$ cat config.mk
export PLATFORM = sky130hd
export DESIGN_NAME = bfp_top
export DESIGN_NICKNAME = d
export VERILOG_FILES = /design/src/hw/bfp_pkg.sv /design/src/hw/bfp_timer.sv /design/src/hw/bfp_top.sv
export VERILOG_INCLUDE_DIRS = /design/src /design/src/hw
export SDC_FILE = /design/constraint.sdc
export NUM_CORES = 2
export LEC_CHECK = 0
export ABC_AREA = 0
export ABC_CLOCK_PERIOD_IN_PS = 22900
export BUFFER_PORTS_ARGS = -buffer_cell sky130_fd_sc_hd__buf_2
export CELL_PAD_IN_SITES_DETAIL_PLACEMENT = 0
export CELL_PAD_IN_SITES_GLOBAL_PLACEMENT = 1
export CORE_UTILIZATION = 50
export DETAILED_ROUTE_END_ITERATION = 16
export PLACE_DENSITY = 0.76
export SLEW_MARGIN = 20
export SYNTH_ARGS = -nofsm -noshare
export SYNTH_HDL_FRONTEND = slang
export SYNTH_SLANG_ARGS = --single-unit
export TNS_END_PERCENT = 100
$ cat constraint.sdc
create_clock -name clk_i -period 22.9 [get_ports clk_i]
set_input_delay 1.145 -clock clk_i [delete_from_list [all_inputs] [get_ports clk_i]]
set_output_delay 1.145 -clock clk_i [all_outputs]
set_load 0.02 [all_outputs]
$ cat src/hw/bfp_regs.svh
// Purpose: constants for the breaker failure protection block
// Assumes: 100 MHz clock, 5 ms evaluation tick
// Notes: offsets index 32-bit registers on the plain register port
//
// Overview of operation
// - current-only: current pick-up starts both timers
// - current-only: outputs after each delay persists
// - current-only: timers clear when both currents drop
// - current-and-output: timers halt until trip contact
// - current-and-output: reset on current or trip drop
// - current-or-output: either source starts timers
// - current-or-output: pick-up unless both inactive
// - current-or-output: outputs after respective delays
// - current-or-output: reset only when both drop
// - no re-trip: only failure timer and output
// - dedicated mode: digital input starts failure timer
// - ON and OFF events per status signal
// - every event carries a time stamp
// - resettable counters: retrip, fail, start, blocked
// - circular log of twelve newest entries
// - ON events capture a log entry
// - entry: time, event, currents, remaining, group
// - blocking gives blocked, resets active start
// - re-trip disabled: no output, no delay
// - delays 0 to 1800 s in 5 ms steps
`ifndef BFP_REGS_SVH
`define BFP_REGS_SVH
// ============================================================
// timing
`define BFP_CLK_HZ 100000000
`define BFP_TICK_US 5000
`define BFP_TICK_CYC ((`BFP_CLK_HZ / 1000000) * `BFP_TICK_US)
`define BFP_MS_CYC (`BFP_CLK_HZ / 1000)
`define BFP_DELAY_MAX 19'h5_7E40
// ============================================================
// register offsets (word index)
`define BFP_REG_CTRL 8'h00
`define BFP_REG_RETRIP_DLY 8'h01
`define BFP_REG_FAIL_DLY 8'h02
`define BFP_REG_EVSEL 8'h03
`define BFP_REG_STATUS 8'h04
`define BFP_REG_CNT_RETRIP 8'h05
`define BFP_REG_CNT_FAIL 8'h06
`define BFP_REG_CNT_START 8'h07
`define BFP_REG_CNT_BLOCK 8'h08
`define BFP_REG_CNT_CLR 8'h09
`define BFP_REG_EV_DATA 8'h0A
`define BFP_REG_EV_POP 8'h0B
`define BFP_REG_LOG_SEL 8'h0C
`define BFP_REG_LOG_W0 8'h0D
`define BFP_REG_LOG_W1 8'h0E
`define BFP_REG_LOG_W2 8'h0F
`define BFP_REG_LOG_W3 8'h10
`define BFP_REG_LOG_CNT 8'h11
// ============================================================
// control fields and reset values
`define BFP_CTRL_MODE_LSB 0
`define BFP_CTRL_RETRIP_EN 4
`define BFP_CTRL_GROUP_LSB 8
`define BFP_CTRL_RST 32'h0000_0010
`define BFP_RETRIP_DLY_RST 32'h0000_0014
`define BFP_FAIL_DLY_RST 32'h0000_0028
`define BFP_EVSEL_RST 32'h0000_FFFF
`define BFP_LOG_DEPTH 12
`define BFP_NUM_SIG 8
`endif

$ cat src/hw/bfp_pkg.sv
// Purpose: types of the breaker failure protection block
// Assumes: constants live in bfp_regs.svh
// Notes: none
package bfp_pkg;
  // ============================================================
  // criterion selection
  typedef enum logic [1:0] {
    BFP_CURRENT_ONLY,
    BFP_CURRENT_AND_OUT,
    BFP_CURRENT_OR_OUT,
    BFP_DEDICATED
  } bfp_mode_t;
  // timer phase of the protection
  typedef enum logic [1:0] {
    BFP_IDLE,
    BFP_RUNNING,
    BFP_HALTED,
    BFP_BLOCKED
  } bfp_state_t;
endpackage : bfp_pkg

$ cat src/hw/bfp_timer.sv
// Purpose: one tick-based delay timer for breaker failure protection
// Assumes: tick is a one-cycle pulse
// Notes: expires when elapsed ticks reach the delay
`timescale 1ns/10ps
module bfp_timer #(
  parameter int W = 19
) (
  input wire logic clk_i,
  input wire logic rst_i,
  input wire logic tick_i,
  input wire logic run_i,
  input wire logic clear_i,
  input wire logic [W-1:0] delay_i,
  output logic expired_o,
  output logic [W-1:0] remain_o
);
  typedef struct packed {
    logic [W-1:0] elapsed;
    logic done;
  } bfp_tmr_t;
  bfp_tmr_t st;
  bfp_tmr_t next_st;
  // ============================================================
  // count in ticks; clear forces zero at once
  always_comb begin
    next_st = st;
    if (clear_i) begin
      next_st.elapsed = '0;
      next_st.done = 1'b0;
    end else if (run_i) begin
      if (st.elapsed >= delay_i) begin
        next_st.done = 1'b1;
      end else if (tick_i) begin
        next_st.elapsed = st.elapsed + 1'b1;
      end
    end
  end
  always_ff @(posedge clk_i) begin
    if (rst_i) begin
      st <= '0;
    end else begin
      st <= next_st;
    end
  end
  assign expired_o = st.done & ~clear_i;
  assign remain_o = (st.elapsed >= delay_i) ? '0 : delay_i - st.elapsed;
endmodule : bfp_timer

$ cat src/hw/bfp_top.sv
// Purpose: breaker failure protection with events, counters and log
// Assumes: pick-up, trip monitor, block and signal are async pins
// Notes: registers on a plain port, read data one cycle later
//
// Chosen here: strobed register access and the address map.
`timescale 1ns/10ps
`include "bfp_regs.svh"
module bfp_top #(
  parameter int TICK_CYC = `BFP_TICK_CYC,
  parameter int MS_CYC = `BFP_MS_CYC,
  parameter int EV_DEPTH = 16
) (
  input wire logic clk_i,
  input wire logic rst_i,
  input wire logic phase_pickup_i,
  input wire logic residual_pickup_i,
  input wire logic trip_monitor_i,
  input wire logic signal_i,
  input wire logic block_i,
  input wire logic [15:0] max_phase_current_i,
  input wire logic [15:0] residual_current_i,
  input wire logic [7:0] addr_i,
  input wire logic [31:0] wdata_i,
  input wire logic wr_i,
  input wire logic rd_i,
  output logic [31:0] rdata_o,
  output logic start_o,
  output logic retrip_o,
  output logic breaker_failure_output_o,
  output logic blocked_o
);
  localparam int DW = 19;
  localparam int NS = `BFP_NUM_SIG;
  localparam int LD = `BFP_LOG_DEPTH;
  // ============================================================
  // state
  typedef struct packed {
    logic [1:0][NS-1:0] sync;
    logic [NS-1:0] prev;
    bfp_pkg::bfp_state_t phase;
    logic [31:0] ctrl;
    logic [DW-1:0] rdly;
    logic [DW-1:0] fdly;
    logic [31:0] evsel;
    logic [3:0][15:0] cnt;
    logic [31:0] tick_cnt;
    logic [31:0] ms_cnt;
    logic [31:0] ms_time;
    logic [3:0] ev_wp;
    logic [3:0] ev_rp;
    logic [4:0] ev_n;
    logic [3:0] log_wp;
    logic [3:0] log_n;
    logic [3:0] log_sel;
    logic [31:0] rdata;
  } bfp_st_t;
  bfp_st_t st;
  bfp_st_t next_st;
  // event buffer entries: time stamp, code
  logic [40:0] ev_mem [EV_DEPTH];
  // log entries: time, event, currents, remaining times, group
  logic [127:0] log_mem [LD];
  // ============================================================
  // decode helpers
  function automatic logic [DW-1:0] clamp_dly(input logic [31:0] v);
    if (v > 32'(`BFP_DELAY_MAX)) begin
      return DW'(`BFP_DELAY_MAX);
    end
    return v[DW-1:0];
  endfunction : clamp_dly
  function automatic logic hit(input logic [7:0] a, input logic [7:0] r);
    return a == r;
  endfunction : hit
  // ============================================================
  // combinational view of synced inputs
  logic ph, rs, tm, sg, bk;
  logic cur, pick, run, clear, tick, rt_en;
  logic act;
  logic r_exp, f_exp;
  logic [DW-1:0] r_rem, f_rem;
  bfp_pkg::bfp_mode_t mode;
  logic [NS-1:0] now;
  logic [NS-1:0] ev_on;
  logic [NS-1:0] ev_off;
  logic [2:0] on_idx;
  logic any_on;
  logic ev_push;
  logic [40:0] ev_word;
  logic ev_pop;
  always_comb begin
    ph = st.sync[1][0];
    rs = st.sync[1][1];
    tm = st.sync[1][2];
    sg = st.sync[1][3];
    bk = st.sync[1][4];
    mode = bfp_pkg::bfp_mode_t'(st.ctrl[`BFP_CTRL_MODE_LSB +: 2]);
    rt_en = st.ctrl[`BFP_CTRL_RETRIP_EN];
    tick = st.tick_cnt == 32'(TICK_CYC - 1);
    cur = ph | rs;
    pick = 1'b0;
    run = 1'b0;
    case (mode)
      bfp_pkg::BFP_CURRENT_ONLY: begin
        pick = cur;
        run = cur;
      end
      bfp_pkg::BFP_CURRENT_AND_OUT: begin
        pick = cur & tm;
        run = cur & tm;
      end
      bfp_pkg::BFP_CURRENT_OR_OUT: begin
        pick = cur | tm;
        run = cur | tm;
      end
      bfp_pkg::BFP_DEDICATED: begin
        pick = sg;
        run = sg;
      end
      default: begin
        pick = 1'b0;
        run = 1'b0;
      end
    endcase
    // a halted start in current-and-output counts as started too
    act = pick | (cur & (mode == bfp_pkg::BFP_CURRENT_AND_OUT));
    if (mode == bfp_pkg::BFP_CURRENT_AND_OUT) begin
      clear = ~cur | (~tm & st.phase != bfp_pkg::BFP_HALTED);
      clear = clear | bk;
    end else begin
      clear = ~pick | bk;
    end
    // without the trip contact the halted timers stay at zero
    if (mode == bfp_pkg::BFP_CURRENT_AND_OUT && cur && !tm && !bk) begin
      clear = 1'b1;
    end
  end
  // ============================================================
  // delay timers
  // the retrip timer stays clear when disabled or in dedicated mode
  bfp_timer #(.W(DW)) u_retrip (
    .clk_i(clk_i),
    .rst_i(rst_i),
    .tick_i(tick),
    .run_i(run & rt_en & (mode != bfp_pkg::BFP_DEDICATED)),
    .clear_i(clear | ~rt_en),
    .delay_i(st.rdly),
    .expired_o(r_exp),
    .remain_o(r_rem)
  );
  bfp_timer #(.W(DW)) u_fail (
    .clk_i(clk_i),
    .rst_i(rst_i),
    .tick_i(tick),
    .run_i(run),
    .clear_i(clear),
    .delay_i(st.fdly),
    .expired_o(f_exp),
    .remain_o(f_rem)
  );
  // ============================================================
  // event detection: start, retrip, fail, block, monitor, signal,
  // phase, residual
  always_comb begin
    now = {rs, ph, sg, tm, bk, f_exp, r_exp & rt_en,
           st.phase == bfp_pkg::BFP_RUNNING ||
           st.phase == bfp_pkg::BFP_HALTED};
    ev_on = now & ~st.prev & st.evsel[NS-1:0];
    ev_off = ~now & st.prev & st.evsel[2*NS-1:NS];
    any_on = 1'b0;
    on_idx = 3'h0;
    for (int i = NS - 1; i >= 0; i--) begin
      if (now[i] && !st.prev[i]) begin
        any_on = 1'b1;
        on_idx = 3'(i);
      end
    end
    // one entry per cycle: the lowest-numbered change wins and any
    // other change of that same cycle is not stored
    ev_push = |(ev_on | ev_off);
    ev_word = '0;
    for (int i = NS - 1; i >= 0; i--) begin
      if (ev_on[i]) begin
        ev_word = {st.ms_time, 1'b1, 8'(i)};
      end else if (ev_off[i]) begin
        ev_word = {st.ms_time, 1'b0, 8'(i)};
      end
    end
    ev_pop = rd_i & hit(addr_i, `BFP_REG_EV_POP) & (st.ev_n != 0);
  end
  // ============================================================
  // next state and register port
  always_comb begin
    next_st = st;
    next_st.sync[0] = {3'h0, block_i, signal_i, trip_monitor_i,
                       residual_pickup_i, phase_pickup_i};
    next_st.sync[1] = st.sync[0];
    next_st.prev = now;
    next_st.tick_cnt = tick ? '0 : st.tick_cnt + 1'b1;
    if (st.ms_cnt == 32'(MS_CYC - 1)) begin
      next_st.ms_cnt = '0;
      next_st.ms_time = st.ms_time + 1'b1;
    end else begin
      next_st.ms_cnt = st.ms_cnt + 1'b1;
    end
    // protection phase
    // blocking turns a new start into blocked and drops a running one
    case (st.phase)
      bfp_pkg::BFP_IDLE: begin
        if (act && bk) begin
          next_st.phase = bfp_pkg::BFP_BLOCKED;
        end else if (act) begin
          next_st.phase = pick ? bfp_pkg::BFP_RUNNING : bfp_pkg::BFP_HALTED;
        end
      end
      bfp_pkg::BFP_RUNNING, bfp_pkg::BFP_HALTED: begin
        if (bk) begin
          next_st.phase = bfp_pkg::BFP_IDLE;
        end else if (pick) begin
          next_st.phase = bfp_pkg::BFP_RUNNING;
        end else if (cur && mode == bfp_pkg::BFP_CURRENT_AND_OUT) begin
          next_st.phase = bfp_pkg::BFP_HALTED;
        end else begin
          next_st.phase = bfp_pkg::BFP_IDLE;
        end
      end
      bfp_pkg::BFP_BLOCKED: begin
        if (!act || !bk) begin
          next_st.phase = bfp_pkg::BFP_IDLE;
        end
      end
      default: begin
        next_st.phase = bfp_pkg::BFP_IDLE;
      end
    endcase
    // counters: retrip, fail, start, blocked
    if (wr_i && hit(addr_i, `BFP_REG_CNT_CLR)) begin
      for (int i = 0; i < 4; i++) begin
        if (wdata_i[i]) begin
          next_st.cnt[i] = '0;
        end
      end
    end
    for (int i = 0; i < 4; i++) begin
      if (ev_on[0] && i == 2 || now[i == 3 ? 3 : i + 1] &&
          !st.prev[i == 3 ? 3 : i + 1] && i != 2) begin
        next_st.cnt[i] = st.cnt[i] + 1'b1;
      end
    end
    if (now[0] && !st.prev[0]) begin
      next_st.cnt[2] = st.cnt[2] + 1'b1;
    end
    // event buffer, oldest dropped when full
    if (ev_push) begin
      next_st.ev_wp = 4'(st.ev_wp + 1'b1);
      if (st.ev_n == 5'(EV_DEPTH) && !ev_pop) begin
        next_st.ev_rp = 4'(st.ev_rp + 1'b1);
      end
    end
    if (ev_pop) begin
      next_st.ev_rp = 4'(st.ev_rp + 1'b1);
    end
    if (ev_push && !ev_pop && st.ev_n != 5'(EV_DEPTH)) begin
      next_st.ev_n = st.ev_n + 1'b1;
    end else if (!ev_push && ev_pop) begin
      next_st.ev_n = st.ev_n - 1'b1;
    end
    // circular log of twelve
    if (any_on) begin
      next_st.log_wp = (st.log_wp == 4'(LD - 1)) ? '0 : st.log_wp + 1'b1;
      if (st.log_n != 4'(LD)) begin
        next_st.log_n = st.log_n + 1'b1;
      end
    end
    // writes
    if (wr_i) begin
      case (addr_i)
        `BFP_REG_CTRL: next_st.ctrl = wdata_i;
        `BFP_REG_RETRIP_DLY: next_st.rdly = clamp_dly(wdata_i);
        `BFP_REG_FAIL_DLY: next_st.fdly = clamp_dly(wdata_i);
        `BFP_REG_EVSEL: next_st.evsel = wdata_i;
        `BFP_REG_LOG_SEL: next_st.log_sel = wdata_i[3:0];
        default: begin
        end
      endcase
    end
    // reads
    next_st.rdata = '0;
    if (rd_i) begin
      case (addr_i)
        `BFP_REG_CTRL: next_st.rdata = st.ctrl;
        `BFP_REG_RETRIP_DLY: next_st.rdata = 32'(st.rdly);
        `BFP_REG_FAIL_DLY: next_st.rdata = 32'(st.fdly);
        `BFP_REG_EVSEL: next_st.rdata = st.evsel;
        `BFP_REG_STATUS: next_st.rdata = {22'h0, st.phase, now};
        `BFP_REG_CNT_RETRIP: next_st.rdata = 32'(st.cnt[0]);
        `BFP_REG_CNT_FAIL: next_st.rdata = 32'(st.cnt[1]);
        `BFP_REG_CNT_START: next_st.rdata = 32'(st.cnt[2]);
        `BFP_REG_CNT_BLOCK: next_st.rdata = 32'(st.cnt[3]);
        `BFP_REG_EV_DATA: next_st.rdata = {st.ev_n != 0, 22'h0,
                                           ev_mem[st.ev_rp][8:0]};
        `BFP_REG_EV_POP: next_st.rdata = ev_mem[st.ev_rp][40:9];
        `BFP_REG_LOG_SEL: next_st.rdata = 32'(st.log_sel);
        `BFP_REG_LOG_W0: next_st.rdata = log_mem[st.log_sel][127:96];
        `BFP_REG_LOG_W1: next_st.rdata = log_mem[st.log_sel][95:64];
        `BFP_REG_LOG_W2: next_st.rdata = log_mem[st.log_sel][63:32];
        `BFP_REG_LOG_W3: next_st.rdata = log_mem[st.log_sel][31:0];
        `BFP_REG_LOG_CNT: next_st.rdata = {24'h0, st.log_wp, st.log_n};
        default: next_st.rdata = '0;
      endcase
    end
  end
  // ============================================================
  // state register and memories
  always_ff @(posedge clk_i) begin
    if (rst_i) begin
      st <= '0;
      st.ctrl <= `BFP_CTRL_RST;
      st.rdly <= DW'(`BFP_RETRIP_DLY_RST);
      st.fdly <= DW'(`BFP_FAIL_DLY_RST);
      st.evsel <= `BFP_EVSEL_RST;
      st.phase <= bfp_pkg::BFP_IDLE;
    end else begin
      st <= next_st;
    end
  end
  always_ff @(posedge clk_i) begin
    if (ev_push) begin
      ev_mem[st.ev_wp] <= ev_word;
    end
    if (any_on && !rst_i) begin
      // words: time; phase and residual current; index and time to
      // retrip; group and time to failure
      log_mem[st.log_wp] <= {st.ms_time,
                             max_phase_current_i, residual_current_i,
                             5'h0, on_idx, 5'h0, 19'(r_rem),
                             st.ctrl[`BFP_CTRL_GROUP_LSB +: 8], 5'h0,
                             19'(f_rem)};
    end
  end
  // ============================================================
  // outputs
  assign rdata_o = st.rdata;
  assign start_o = now[0];
  assign retrip_o = r_exp & rt_en;
  assign breaker_failure_output_o = f_exp;
  assign blocked_o = st.phase == bfp_pkg::BFP_BLOCKED;
endmodule : bfp_top

==> metrics.log <==
INFO  metric status = completed
INFO  metric clock_skew = 0.0636 ns
INFO  metric vias_in_the_first_global_route = about 50000
INFO  metric worstPathArrival = between 6 and 7 ns
INFO  metric vertical_die_dimension = about 430 um
INFO  metric critical_path.slowest_cell = sky130_fd_sc_hd__buf_4
INFO  metric globalRoute.busiestLayer = met2
INFO  metric synthesis.yosys.warnings = 0
INFO  metric detailedPlace.worstSlack = about 17 ns
INFO  metric worstPathRequired = between 20 and 25 ns
INFO  metric clock_path_buffers = 3
INFO  metric clkLatencyLatePin = approximately 0.88 ns
INFO  metric net_count_synth = roughly 5800
INFO  metric tritoncts.num_buffers = between 200 and 250
INFO  metric netlist_area = between 90000 and 100000 sq um
INFO  metric setup.worst_path.end = log_mem[10][13]
INFO  metric drc = 0
INFO  metric ios = about 120
INFO  metric worst_path_largest_cell_delay = between 0.8 and 0.9 ns
INFO  metric post_synth_num_cell_types = 93
INFO  metric pins_over_their_slew_limit = 0
INFO  metric drt_first_pass_iters = 7
INFO  metric power.leakage = around 33 nW
INFO  metric average_cell_area_after_synthesis = roughly 17 sq um
INFO  metric crit_path_cell_trace = mux2i_1 -> a221oi_4 -> nand3_1 -> nor2_2 -> nor4_1 -> buf_4 -> nor2_1 -> nand2_1 -> nor2_4 -> buf_4 -> buf_4
INFO  metric pin_count_of_the_biggest_net_entering_global_routing = 117
INFO  metric post_cts.resized_instances = 0
INFO  metric count_of_flip_flops_with_a_built_in_enable_after_synthesis = slightly below 2000
INFO  metric finalHoldViolCount = 0
INFO  metric yosysTopAreaCell = sky130_fd_sc_hd__edfxtp_1
INFO  metric clock.fmax = ~0.18 GHz
INFO  metric die_w = 435 um
INFO  metric place.port_buffers = about 120
INFO  metric cp_max_fo = between 50 and 60
INFO  metric crit_buf_inv = 3
INFO  metric clockRootBuffer = sky130_fd_sc_hd__clkbuf_16
INFO  metric finalWorstSetupSlack = between 15 and 20 ns
INFO  metric cpLargestDelayFamily = simple AND/OR/NAND/NOR gates
INFO  metric design.die.area = 189000 sq um
INFO  metric drt_iter0_drc = about 6000
INFO  metric final_util = between 50% and 60%
INFO  metric globalRouteMet3Util = around 4.6%
INFO  metric vdd.ir_drop.worst = about 0.079 mV
INFO  metric timing.critical_path.to_type = flip-flop
INFO  metric dr_total_vias = between 50000 and 60000
INFO  metric reg2reg_to = log_mem[10][13]
INFO  metric worst_hold_check_path_type = flip-flop to flip-flop
INFO  metric period_share = around 25%
INFO  metric grt_util_met1 = around 37%
INFO  metric power_density = ~91 nW/um^2
INFO  metric synthArstFlopShare = 0%
INFO  metric totalWireLength = 245000 um
INFO  metric synth-seq-cells = approximately 2300
INFO  metric tightestPinTransition = between 1 and 1.5 ns
INFO  metric startpoint_type = flip-flop
INFO  metric post-synth-top-count-cell = sky130_fd_sc_hd__edfxtp_1
INFO  metric gpl.final_weighted_congestion = 0.920
INFO  metric ant_nets = 0
INFO  metric vias_per_cell = between 6 and 7
INFO  metric tritoncts_num_sinks = ~2300
INFO  metric globalRouteMet2Util = between 40% and 50%
INFO  metric synth_largest_type_area_fraction = between 60 and 70%
INFO  metric ctsHtreeMaxLevel = 4
INFO  metric timing.reg2reg.worst_path_depth = 11
INFO  metric area_of_the_core = about 190000 sq um
INFO  metric globalRouteTotalUtil = a little over a quarter
INFO  metric levels_on_crit_path = 11
INFO  metric cp_common_cell = sky130_fd_sc_hd__buf_4
INFO  metric cts_tree = done
INFO  metric antenna_found_initial = 14
INFO  metric netlist_top_cells_count = sky130_fd_sc_hd__edfxtp_1, sky130_fd_sc_hd__mux4_2, sky130_fd_sc_hd__nor2_1, sky130_fd_sc_hd__dfxtp_1, sky130_fd_sc_hd__nand2_1
INFO  metric dp_hpwl = 151000 um
INFO  metric synth_flop_cell = sky130_fd_sc_hd__edfxtp_1
INFO  metric fin_setup_tns = 0 ns
INFO  metric drive_above_1_share = about a fifth
INFO  metric synth_area_leaders = sky130_fd_sc_hd__edfxtp_1, sky130_fd_sc_hd__mux4_2, sky130_fd_sc_hd__dfxtp_1, sky130_fd_sc_hd__mux2i_1, sky130_fd_sc_hd__nor2_1
INFO  metric timing.slew.headroom = 10.9%
INFO  metric cts-hold-fix-buffers = 0
INFO  metric synthToLayoutAreaGrowth = 12.3%
INFO  metric worst-r2r-setup-slack = between 15 and 20 ns
INFO  metric worst-setup-path-type = flip-flop to flip-flop
INFO  metric synthCells = between 5000 and 6000
INFO  metric cts_setup_buffers = 0
INFO  metric timing.max_cap.violations = 0
INFO  metric synth-seq-area-share = about 70%
INFO  metric regToRegStartpoint = next_st[325]
INFO  metric post-route-min-period = around 5.7 ns
INFO  metric rows = around 160
INFO  metric initial_core_util = 50.4%
INFO  metric worst_setup_hold_path_clk_slew = 0.06 ns
INFO  metric wl_per_cell = around 29 um
INFO  metric rsz0062_at_grt = false
INFO  metric design.final.nets = ~5900
INFO  metric grt_overflow_total = 0
INFO  metric grt_first_pass_wirelength = ~350000 um
INFO  metric worst_setup_path_startpoint = next_st[325]
INFO  metric setup_viol = 0
-- worst min-delay path, cell delays in order, from the launching register on --
cell and delay, ns:
sky130_fd_sc_hd__dfxtp_1 0.31, sky130_fd_sc_hd__nand2_1 0.05, sky130_fd_sc_hd__a21oi_1 0.05
-- worst min-delay path by stage --
stage,from,end,slack [ns],cells past startpoint
after global routing,signal_i,next_st[340],0.47,2
after floorplan,next_st[341],bk,0.41,1
after global placement,st[304],st[304],0.44,2
after detailed placement,st[303],st[303],0.45,2
after CTS,trip_monitor_i,next_st[339],0.42,2
final,st[247],st[247],0.46,2
-- power by group --
group | total, mW | internal, mW | switching, mW | leakage [nW]
logic | 0.794 | 0.277 | 0.517 | 8.33
registers | 4.84 | 4.78 | 0.0642 | 21.0
clock network | 3.90 | 2.27 | 1.63 | 3.83
total | 9.54 | 7.32 | 2.21 | 33.2
-- sequential cells by signal, summed over array words and instances, names as in the netlist, named ones only --
register,cells
rt_en,1
mode,2
bk,1
rdata_o,32
ev_mem,576
next_st,9
log_mem,1356
u_fail.st,20
st,294
u_retrip.st,20
-- layer usage --
layer,routed length [um],share of wire (%),up-vias
met1,101000,41,27149
met2,117000,48,2052
met3,18500,7.5,386
met5,91,0.037,-
met4,8950,3.7,14
li1,-,-,22501
-- cell families (layout without fill, tap and decap cells) --
logic type | count (synthesis) | count (layout) | share of synthesized area (%)
fa+ha+maj | 66 | 66 | 0.907
flops | 2319 | 2319 | 70.3
xor+xnor | 144 | 144 | 1.35
buf+inv | 411 | 750 | 1.88
simple gates | 1289 | 1289 | 6.46
compound gates | 736 | 736 | 4.92
other cells | 0 | 6 | 0
mux | 683 | 683 | 14.2
-- final cells by class --
class / count / area [sq um]
clock buffers: 282 / 6020
multi-input cells: 2918 / 26400
flip-flops and latches: 2319 / 65800
clock inverters: 146 / 1890
well taps: 2480 / 3100
inverters: 87 / 327
fillers: 14084 / 80600
diodes: 6 / 15.0
repair buffers: 235 / 1560
-- placed cells by master, fill, tap and decap left out, drive strengths merged, types with 56 or more instances in the layout --
cell type / count
a211oi: 61
xnor2: 65
clkinv: 91
o21ai: 148
ha: 63
and3: 56
a21oi: 277
mux2i: 158
nand2: 375
mux4: 514
dfxtp: 387
xor2: 79
inv: 95
nor2: 407
edfxtp: 1932
clkbuf: 284
nand3: 125
buf: 233
-- metrics by stage --
| stage | instances | area, sq um | power, mW | hold slack (ns) |
|---|---|---|---|---|
| after floorplan | 5648 | 93600 | 5.40 | 0.414 |
| after global placement | 8038 | 97100 | 5.70 | 0.439 |
| after detailed placement | 8038 | 97100 | 5.72 | 0.448 |
| after CTS | 8466 | 105000 | 9.60 | 0.421 |
| after global routing | 8469 | 105000 | 9.81 | 0.474 |
| final | 8473 | 105000 | 9.54 | 0.457 |
Note: power is estimated with default switching activity, not from simulation.
